==> config.mk <==
export PLATFORM = sky130hd
export DESIGN_NAME = vfg_gate
export DESIGN_NICKNAME = d
export VERILOG_FILES = /design/src/vfg_pkg.sv /design/src/vfg_len_check.sv /design/src/vfg_gate.sv
export SDC_FILE = /design/constraint.sdc
export NUM_CORES = 1
export LEC_CHECK = 0
export ABC_CLOCK_PERIOD_IN_PS = 1400
export BUFFER_PORTS_ARGS = -buffer_cell sky130_fd_sc_hd__buf_2
export CAP_MARGIN = 15
export CELL_PAD_IN_SITES_DETAIL_PLACEMENT = 0
export CELL_PAD_IN_SITES_GLOBAL_PLACEMENT = 1
export CORE_ASPECT_RATIO = 2
export CORE_UTILIZATION = 10
export CTS_CLUSTER_DIAMETER = 150
export DETAILED_ROUTE_END_ITERATION = 6
export GPL_TIMING_DRIVEN = 0
export PLACE_DENSITY = 0.8
export SYNTH_ARGS = -nofsm -noshare
export SYNTH_HDL_FRONTEND = slang
export SYNTH_HIERARCHICAL = 1
export SYNTH_SLANG_ARGS = --single-unit
==> constraint.sdc <==
create_clock -name clock_i -period 1.4 [get_ports clock_i]
set_input_delay 0.28 -clock clock_i [delete_from_list [all_inputs] [get_ports clock_i]]
set_output_delay 0.28 -clock clock_i [all_outputs]
set_load 0.02 [all_outputs]
==> src/vfg_pkg.sv <==
// Purpose: Constants for the wide-vector feature gating block
// Assumes: Bit positions of the extended feature word and enable word
// Notes: Opcode class codes are local to this block
package vfg_pkg;
    // Feature word bit positions, leaf 07H subleaf 0
    localparam int unsigned FW_FOUNDATION = 16;
    localparam int unsigned FW_DWORD_QWORD = 17;
    localparam int unsigned FW_PREFETCH = 26;
    localparam int unsigned FW_EXP_RECIP = 27;
    localparam int unsigned FW_CONFLICT = 28;
    localparam int unsigned FW_BYTE_WORD = 30;
    localparam int unsigned FW_SHORT_LEN = 31;
    // Leaf 1 word, state-save flag position
    localparam int unsigned L1_OS_SAVE = 27;
    // Query leaf codes
    localparam logic [31:0] LEAF_BASIC = 32'h0000_0001;
    localparam logic [31:0] LEAF_EXT = 32'h0000_0007;
    localparam logic [31:0] SUBLEAF_ZERO = 32'h0000_0000;
    // Implemented feature word, fixed by implementation
    localparam logic [31:0] FEAT_WORD = 32'hdc03_0000;
    // Enable word bits the groups need: 7:5 and 2:1
    localparam logic [63:0] EW_NEEDED = 64'h0000_0000_0000_00e6;
    // Vector-length field encodings
    localparam logic [1:0] VL_128 = 2'h0;
    localparam logic [1:0] VL_256 = 2'h1;
    localparam logic [1:0] VL_512 = 2'h2;
    // Instruction classes seen by the gate
    typedef enum logic [3:0] {
        VFG_OP_FOUND, VFG_OP_FOUND_L256, VFG_OP_DQ, VFG_OP_DQ_L256, VFG_OP_CD,
        VFG_OP_BW, VFG_OP_ER, VFG_OP_PF, VFG_OP_WPF, VFG_OP_STATE_SAVE, VFG_OP_STATE_RESTORE,
        VFG_OP_CTRL_READ, VFG_OP_CTRL_WRITE, VFG_OP_OTHER
    } vfg_op_e;
endpackage

==> src/vfg_len_check.sv <==
// Purpose: Vector-length legality for one instruction class
// Assumes: Feature word is constant
// Notes: Pure combinational leaf
`timescale 1ns/1ps
`default_nettype none
module vfg_len_check
    import vfg_pkg::*;
(
    // Decoded instruction
    input wire vfg_op_e op_i,
    input wire logic [1:0] vl_i,
    input wire logic [31:0] feat_i,
    // Verdict
    output logic len_ok_o
);
    // Own group flag of the class
    logic grp_ok;
    logic lane_only;
    assign grp_ok = (op_i == VFG_OP_DQ || op_i == VFG_OP_DQ_L256) ? feat_i[FW_DWORD_QWORD] :
                    (op_i == VFG_OP_CD) ? feat_i[FW_CONFLICT] :
                    (op_i == VFG_OP_BW) ? feat_i[FW_BYTE_WORD] : 1'b1;
    assign lane_only = (op_i == VFG_OP_FOUND_L256) || (op_i == VFG_OP_DQ_L256);
    // Length select: 512 always, shorter under short-length flag
    assign len_ok_o = (vl_i == VL_512) ? 1'b1 :
                      !(feat_i[FW_SHORT_LEN] && feat_i[FW_FOUNDATION] && grp_ok) ? 1'b0 :
                      (vl_i == VL_256) ? 1'b1 :
                      (vl_i == VL_128) ? !lane_only : 1'b0;
endmodule
`default_nettype wire

==> src/vfg_gate.sv <==
// Purpose: Feature query answers and instruction legality for wide-vector groups
// Assumes: Decoder presents one classified instruction per valid cycle
// Notes: Verdict appears one cycle after the request
//
// Behaviour
// - Feature word bit 27 reports exponential and reciprocal group present.
// - Feature word bit 26 reports gather/scatter prefetch group present.
// - State-save flag set implies save, restore, control read and enable word exist.
// - Extended-control write allowed only at privileged level.
// - Write-intent prefetch hint needs no OS vector state enabling.
// - Foundation 16, conflict 28, dword/qword 17, byte/word 30 flags.
// - Groups other than exponential and prefetch choose 512, 256 or 128 bits via the length field.
// - Bit 31 flag enables encodings shorter than 512 bits.
// - Lane-crossing foundation and dword/qword ops allow 256 but not 128.
`timescale 1ns/1ps
`default_nettype none
module vfg_gate
    import vfg_pkg::*;
(
    // Clock and reset
    input wire logic clock_i,
    input wire logic rst_n_i,
    // Feature query
    input wire logic query_valid_i,
    input wire logic [31:0] query_leaf_i,
    input wire logic [31:0] query_subleaf_i,
    output logic query_valid_o,
    output logic [31:0] query_word_o,
    // Operating state
    input wire logic os_state_save_flag_i,
    input wire logic privileged_i,
    input wire logic [63:0] ext_state_enable_word_i,
    // Instruction check
    input wire logic instr_valid_i,
    input wire vfg_op_e instr_op_i,
    input wire logic [1:0] vector_length_field_i,
    output logic verdict_valid_o,
    output logic instr_legal_o,
    output logic instr_fault_o
);
    // ----------------------------------------
    // Feature query decode
    // ----------------------------------------
    logic ask_leaf7;
    logic ask_leaf1;
    logic [31:0] leaf7_word;
    logic [31:0] leaf1_word;
    logic [31:0] query_word_nxt;
    // Leaf 7 holds the group flags, leaf 1 the save flag
    // Leaf select; subleaf only qualifies leaf 7
    // Full-width compares keep wrapped leaf numbers out
    assign ask_leaf7 = (query_leaf_i == LEAF_EXT) && (query_subleaf_i == SUBLEAF_ZERO);
    assign ask_leaf1 = (query_leaf_i == LEAF_BASIC);
    // Constant word, so repeated queries always agree
    assign leaf7_word = FEAT_WORD;
    // Leaf 1 word carries only the state-save flag
    // Other leaf 1 bits belong to the host core
    assign leaf1_word = 32'(os_state_save_flag_i) << L1_OS_SAVE;
    // Unknown leaves and other subleaves answer zero
    assign query_word_nxt = ask_leaf7 ? leaf7_word :
                            ask_leaf1 ? leaf1_word : 32'h0;

    // ----------------------------------------
    // Reported group flags
    // ----------------------------------------
    logic flag_foundation;
    logic flag_dword_qword;
    logic flag_prefetch;
    logic flag_exp_recip;
    logic flag_conflict;
    logic flag_byte_word;
    // Each group answers with its own bit of the constant word
    // Named once so query and legality read the same bit
    assign flag_foundation = leaf7_word[FW_FOUNDATION];
    assign flag_dword_qword = leaf7_word[FW_DWORD_QWORD];
    assign flag_prefetch = leaf7_word[FW_PREFETCH];
    assign flag_exp_recip = leaf7_word[FW_EXP_RECIP];
    assign flag_conflict = leaf7_word[FW_CONFLICT];
    assign flag_byte_word = leaf7_word[FW_BYTE_WORD];

    // ----------------------------------------
    // Class decode
    // ----------------------------------------
    logic cls_write_hint;
    logic cls_state_mgmt;
    logic cls_ctrl_write;
    logic cls_fixed_512;
    logic cls_other;
    logic cls_dword_qword;
    // Write hint is legal whatever state the OS has enabled
    assign cls_write_hint = (instr_op_i == VFG_OP_WPF);
    // Save, restore and control read follow the save flag
    assign cls_state_mgmt = (instr_op_i == VFG_OP_STATE_SAVE) || (instr_op_i == VFG_OP_STATE_RESTORE) ||
                            (instr_op_i == VFG_OP_CTRL_READ);
    // Control write also needs the privileged level
    assign cls_ctrl_write = (instr_op_i == VFG_OP_CTRL_WRITE);
    // Exponential and prefetch groups run at full length only
    assign cls_fixed_512 = (instr_op_i == VFG_OP_ER) || (instr_op_i == VFG_OP_PF);
    // Non-vector classes pass untouched
    assign cls_other = (instr_op_i == VFG_OP_OTHER);
    // Both dword/qword classes share one group flag
    assign cls_dword_qword = (instr_op_i == VFG_OP_DQ) || (instr_op_i == VFG_OP_DQ_L256);

    // ----------------------------------------
    // Operating state
    // ----------------------------------------
    logic ew_vector_ok;
    logic state_ok;
    logic ctrl_write_ok;
    // Mask, upper vector and base vector state all enabled
    assign ew_vector_ok = (ext_state_enable_word_i & EW_NEEDED) == EW_NEEDED;
    // The save flag alone is not enough for vector groups,
    // since the OS may leave some state disabled
    assign state_ok = os_state_save_flag_i && ew_vector_ok;
    // Application code never reaches the control write
    assign ctrl_write_ok = os_state_save_flag_i && privileged_i;

    // ----------------------------------------
    // Instruction legality
    // ----------------------------------------
    logic len_ok;
    logic group_present;
    logic is_512;
    logic fixed_legal;
    logic group_legal;
    logic legal_nxt;
    // Length check sees the constant word, not a live input,
    // so no input can widen what is accepted
    vfg_len_check u_len (
        .op_i(instr_op_i),
        .vl_i(vector_length_field_i),
        .feat_i(leaf7_word),
        .len_ok_o(len_ok)
    );
    // Group flag presence per class
    assign group_present = (instr_op_i == VFG_OP_ER) ? flag_exp_recip :
                           (instr_op_i == VFG_OP_PF) ? flag_prefetch :
                           (instr_op_i == VFG_OP_CD) ? flag_conflict :
                           (instr_op_i == VFG_OP_BW) ? flag_byte_word :
                           cls_dword_qword ? flag_dword_qword : flag_foundation;
    // Full-length encoding selected
    assign is_512 = (vector_length_field_i == VL_512);
    // Full-length groups refuse every shorter encoding
    assign fixed_legal = state_ok && group_present && is_512;
    // Sibling groups pick their length through the length check
    assign group_legal = state_ok && group_present && len_ok;
    // Final verdict by class; anything unnamed is a sibling group
    assign legal_nxt = cls_write_hint ? 1'b1 :
                       cls_state_mgmt ? os_state_save_flag_i :
                       cls_ctrl_write ? ctrl_write_ok :
                       cls_fixed_512 ? fixed_legal :
                       cls_other ? 1'b1 : group_legal;

    // ----------------------------------------
    // Next output values
    // ----------------------------------------
    logic [31:0] answer_word_nxt;
    logic legal_out_nxt;
    logic fault_out_nxt;
    // Word is zero between answers, so no stale word lingers
    assign answer_word_nxt = query_valid_i ? query_word_nxt : 32'h0;
    // Legal and fault are exclusive; a consumer may watch either
    assign legal_out_nxt = instr_valid_i && legal_nxt;
    assign fault_out_nxt = instr_valid_i && !legal_nxt;

    // ----------------------------------------
    // Output registers
    // ----------------------------------------
    // Every output is a flop, so the core sees no glitches
    // Answer pulse, one cycle after the query
    always_ff @(posedge clock_i) begin
        if (!rst_n_i) begin
            query_valid_o <= 1'b0;
        end else begin
            query_valid_o <= query_valid_i;
        end
    end

    // Answer word
    always_ff @(posedge clock_i) begin
        if (!rst_n_i) begin
            query_word_o <= 32'h0;
        end else begin
            query_word_o <= answer_word_nxt;
        end
    end

    // Verdict pulse, one cycle after the instruction
    always_ff @(posedge clock_i) begin
        if (!rst_n_i) begin
            verdict_valid_o <= 1'b0;
        end else begin
            verdict_valid_o <= instr_valid_i;
        end
    end

    // Legal flag
    always_ff @(posedge clock_i) begin
        if (!rst_n_i) begin
            instr_legal_o <= 1'b0;
        end else begin
            instr_legal_o <= legal_out_nxt;
        end
    end

    // Fault flag
    always_ff @(posedge clock_i) begin
        if (!rst_n_i) begin
            instr_fault_o <= 1'b0;
        end else begin
            instr_fault_o <= fault_out_nxt;
        end
    end
endmodule
`default_nettype wire

==> Word-level counts from Yosys, hierarchy flattened <==
Cells that the tools add are included.
{ "totals": {"reg_bits": 36, "latch_bits": 0, "mem_bits_rw": 0, "romBits": 0, "input_bits": 140, "out_inout_bits": 36, "wordCells": 50, "memories": 0} }
{ "op_classes": {"add_sub_neg": 0, "multipliers": 0, "n_div": 0, "order_cmp": 0, "n_eq_ne": 15, "shifts": 0, "mux": 10, "bitwise": 2, "n_reduce_logical": 17} }
{ "ops": {"columns": ["operator", "count"], "rows": [
  ["32-bit by 1-bit equality test with 1-bit output (second input constant)", 1],
  ["32-bit by 3-bit equality test with 1-bit output (second input constant)", 1],
  ["32-bit zero test", 1],
  ["32-bit two-way mux", 1],
  ["28-bit two-way mux", 1],
  ["4-bit equality test (second input constant)", 6],
  ["4-bit by 3-bit equality test with 1-bit output (second input constant)", 2],
  ["1-bit two-way mux", 8],
  ["1-bit logical AND", 7],
  ["5-bit equality test (second input constant)", 1],
  ["4-bit by 1-bit equality test with 1-bit output (second input constant)", 1],
  ["4-bit by 2-bit equality test with 1-bit output (second input constant)", 1],
  ["1-bit logical OR", 4],
  ["3-bit OR reduction", 1],
  ["2-bit by 1-bit equality test with 1-bit output (second input constant)", 1],
  ["2-bit equality test (second input constant)", 1],
  ["1-bit zero test", 2],
  ["2-bit zero test", 1],
  ["1-bit NOT", 2],
  ["2-bit AND reduction", 1]
]} }

==> Longest topological paths before layout <==
{ "logic_depth": {"word_depth": 14, "ltp_mapped": 7, "mapped_depth_nobuf": 7} }

==> Hierarchy <==
Netlist, hierarchy kept.
{ "by_module_without_submodules": {"columns": ["module", "instances", "cells_each", "area_per_inst_um2", "seq_area_each_um2"], "rows": [
  ["vfg_gate", 1, 91, 655.6, 120.1],
  ["vfg_len_check", 1, 11, 68.8, 0.0]
]} }

==> Worst setup path after synthesis <==
Ideal clock, no wire load.
{ "synth_timing": {"kind": "input-to-reg", "from": "input vector_length_field_i[0]", "to": "register instr_fault_o", "setup_time_ps": 116, "t_arrival_ps": 1271, "t_required_ps": 1284, "setup_slack_ps": 13, "cell_stages": 7, "path_buffers": 0, "path_cell_list": "and2b_2 > nor3_1 > a211oi_1 > inv_1 > a21oi_1 > o221ai_1 > and3_1"} }
{ "synth_between": {"elab_chain_cells": 12, "elab_cells_between_ends": 15, "cone_classes": "2 x eq/ne; 8 x mux; 5 x reduce/logical"} }
{ "synth_lines": {"columns": ["item", "line_no", "rtl"], "rows": [
  ["start: declaration", "vfg_gate.sv:36", "input wire logic [1:0] vector_length_field_i,"],
  ["2-bit zero test", "vfg_len_check.sv:27", "(vl_i == VL_128) ? !lane_only : 1'b0;"],
  ["1-bit two-way mux", "vfg_len_check.sv:27", null],
  ["1-bit two-way mux", "vfg_len_check.sv:26", "(vl_i == VL_256) ? 1'b1 :"],
  ["1-bit two-way mux *", "vfg_len_check.sv:24", "assign len_ok_o = (vl_i == VL_512) ? 1'b1 :"],
  ["net len_ok", "vfg_gate.sv:121", "logic len_ok;"],
  ["1-bit logical AND *", "vfg_gate.sv:146", "assign group_legal = state_ok && group_present && len_ok;"],
  ["1-bit two-way mux *", "vfg_gate.sv:152", "cls_other ? 1'b1 : group_legal;"],
  ["1-bit two-way mux *", "vfg_gate.sv:151", "cls_fixed_512 ? fixed_legal :"],
  ["1-bit two-way mux *", "vfg_gate.sv:150", "cls_ctrl_write ? ctrl_write_ok :"],
  ["1-bit two-way mux *", "vfg_gate.sv:149", "cls_state_mgmt ? os_state_save_flag_i :"],
  ["1-bit two-way mux *", "vfg_gate.sv:148", "assign legal_nxt = cls_write_hint ? 1'b1 :"],
  ["1-bit zero test *", "vfg_gate.sv:164", "assign fault_out_nxt = instr_valid_i && !legal_nxt;"],
  ["1-bit logical AND *", "vfg_gate.sv:164", null],
  ["end signal: assignment", "vfg_gate.sv:211", "instr_fault_o <= fault_out_nxt;"],
  ["end: declaration", "vfg_gate.sv:39", "output logic instr_fault_o"]
]} }
The timed path passes the listed nets; every way through them passes the cells marked *.
A chain may end at the register's enable or synchronous reset.

==> Final worst setup path <==
Ends and elaborated chain as after synthesis.

==> reports/qor.yml <==
outcome: "complete, no violations"
synthFlopType: "dfxtp_1"
ios: 176
peakVddDrop_mv: 0.3281
hp-class: "primary input to flop"
core_region_area_mm2: 0.006994
first_iter_violations: 4
critPathTopFamily: "compound AO/OA/AOI/OAI gates"
hp-start: "query_valid_i"
worst_hold_slack_ps: 288.9
ant_nets: 0
synthCells: 102
cts_made_buffers: 3
crit_path_end_kind: "flop"
drc: 0
grt_pass1_wl_um: 3622
ys_seq_elements: 6
cp_cell_sequence: "buf_2 > and2b_2 > nor3_2 > a211oi_2 > inv_1 > a21oi_1 > o221ai_1 > and3_1"
synth_async_sr_flop_share: 0
max_freq_mhz: 762.1
antenna_found_initial: 0
setup_viol: 0
post_drt_via_cell_ratio: 3.360
drtPass1Iterations: 3
ys_seq_area_frac: 0.1658
power_mw: 0.9496
nNetsFinal: 366
io_buffers: 91
area_delta_synth_final_pct: 104.7
cts.sinks: 6
h-tree-depth: 1
hpwlAfterDp_um: 2377
synth-edff-count: 0
die_area_mm2: 0.007610
ys_types: 28
netlist_top_cells_area: "buf_4 31%, dfxtp_1 17%, nor4_1 13%"
grt_overflow: 0
grt_usage: 0.06157
die_h_um: 122.4
maxCapViolCount: 0
cts_root_buffer: "clkbuf_16"
grt_pass1_vias: 924
yosysWarnings: 6
cts_tree: "yes"
synth_top_area_frac: 0.3109
cts_setup_buffers: 0
worst_path_max_delay_cell: "and2b_2"
dp_slack_ps: -247.7
routed_wl_um: 2591
hold_viol_final: 0
timing.final.ws_setup_ps: 87.82
gp_congestion: 0.7528
vias: 1055
synth_top_area_cell: "buf_4"
cp-start-kind: "primary input"
p_per_area_mw_per_mm2: 640.5
n_antenna_cell: 0
hold_path_end: "query_valid_o$_SDFF_PN0_"
ctsHoldBuffers: 0
die_x_um: 62.19
clkTransAtPathRegs_ps: 40
drive_gt1_frac: 0.5670
slew_violations: 0
cts_max_path_buffers: 2
cp.buffers_inverters: 2
cp.required_ps: 1520
hold_depth: 2
critPathMaxStageDelay_ps: 240
timing.final.crit_share: 0.9373
grt_max_degree: 10
p_leak_nw: 0.8339
grt_setup_unrepaired: "false"
postSynthAreaPerCell_um2: 7.102
syn_area_um2: 724.4
crit_path_max_fanout: 3
worstSetupPathType: "primary input to flop"
wl_per_cell_um: 8.252
period_needed_ps: 1312
initial_core_util: 0.1036
core.rowCount: 43
arrival_ps: 1430
per-stage QoR:
stage          area (um^2)  TNS (ps)  instances    util
3_3_place_gp          1398    -516.1        311  0.1998
2_1_floorplan        829.5         0        130       -
6_report              1483         0        314  0.2120
3_5_place_dp          1398    -574.1        311  0.1998
5_1_grt               1483         0        314  0.2120
4_1_cts               1473         0        314  0.2106
layer usage:
layer / wire (um) / global-route usage / vias up / share of wire
met1: 902 / 0.05770 / 414 / 0.35
met3: 309 / 0.01394 / 2 / 0.12
met5: 0 / 0 / - / 0
met2: 1355 / 0.1243 / 89 / 0.52
met4: 23 / 0.02616 / 0 / 0.0089
li1: - / - / 550 / -
report_power, final:
| part | total, mW | internal (mW) | switching (mW) |
|---|---|---|---|
| Combinational | 0.306 | 0.156 | 0.150 |
| Clock | 0.464 | 0.367 | 0.0976 |
| Sequential | 0.179 | 0.178 | 0.00104 |
logic make-up after synthesis:
logic type             count (synthesis)  share of synthesized area
and+or+nand+nor                       44                     0.3575
buffers and inverters                 37                     0.3472
AOI/OAI and AO/OA                     12                     0.1036
other                                  2                    0.01037
DFF                                    6                     0.1658
muxes                                  1                    0.01554
worst max path at each step:
stage	start	endpoint	slack, ps	cells after the start
after global routing	vector_length_field_i[0]	instr_fault_o$_SDFF_PN0_	20	8
after detailed placement	vector_length_field_i[0]	instr_fault_o$_SDFF_PN0_	-250	8
after floorplan	vector_length_field_i[0]	instr_fault_o$_SDFF_PN0_	10	7
final	vector_length_field_i[0]	instr_fault_o$_SDFF_PN0_	90	8
after global placement	vector_length_field_i[0]	instr_fault_o$_SDFF_PN0_	-230	8
after CTS	vector_length_field_i[0]	instr_fault_o$_SDFF_PN0_	10	8
cell type report:
cell class / instances / area (um^2)
flip-flops and latches: 6 / 120.1
fillers: 802 / 5512
clock buffers: 3 / 75.07
inverters: 7 / 26.28
well taps: 90 / 112.6
multi-input cells: 87 / 467.9
plain buffers: 30 / 225.2
repair buffers: 91 / 455.4
cells in the mapped netlist (2+ instances only):
library cell	instances
inv_1	7
nand2b_1	2
nand3_1	2
nor4_1	15
a31oi_1	2
nor3b_1	2
nor2_1	4
conb_1	2
buf_4	30
nand4_1	3
a21oi_1	3
and2_1	2
nor3_1	3
nand3b_1	2
dfxtp_1	6
nand2_1	5
placed cells by master, fill, tap and decap left out, types with 2 or more instances in the layout:
cell,count
and2_1,2
nand2_1,5
dfxtp_1,6
nand4_1,3
nor2_1,4
nor3_1,2
a31oi_1,2
buf_4,30
nor4_1,15
conb_1,30
clkbuf_16,3
nand3_1,2
buf_2,91
inv_1,7
nand3b_1,2
nor3b_1,2
nand2b_1,2
a21oi_1,3
flip-flops by register name (all words and copies together) (netlist names):
| register | flops |
|---|---|
| query_valid_o | 1 |
| instr_legal_o | 1 |
| verdict_valid_o | 1 |
| query_word_o | 2 |
| instr_fault_o | 1 |
what timing repair did:
item,in CTS,in global routing
pin swaps,1,0
setup endpoints to repair,1,2
gates resized for setup,0,2
Power figures use the tool's default switching activity.
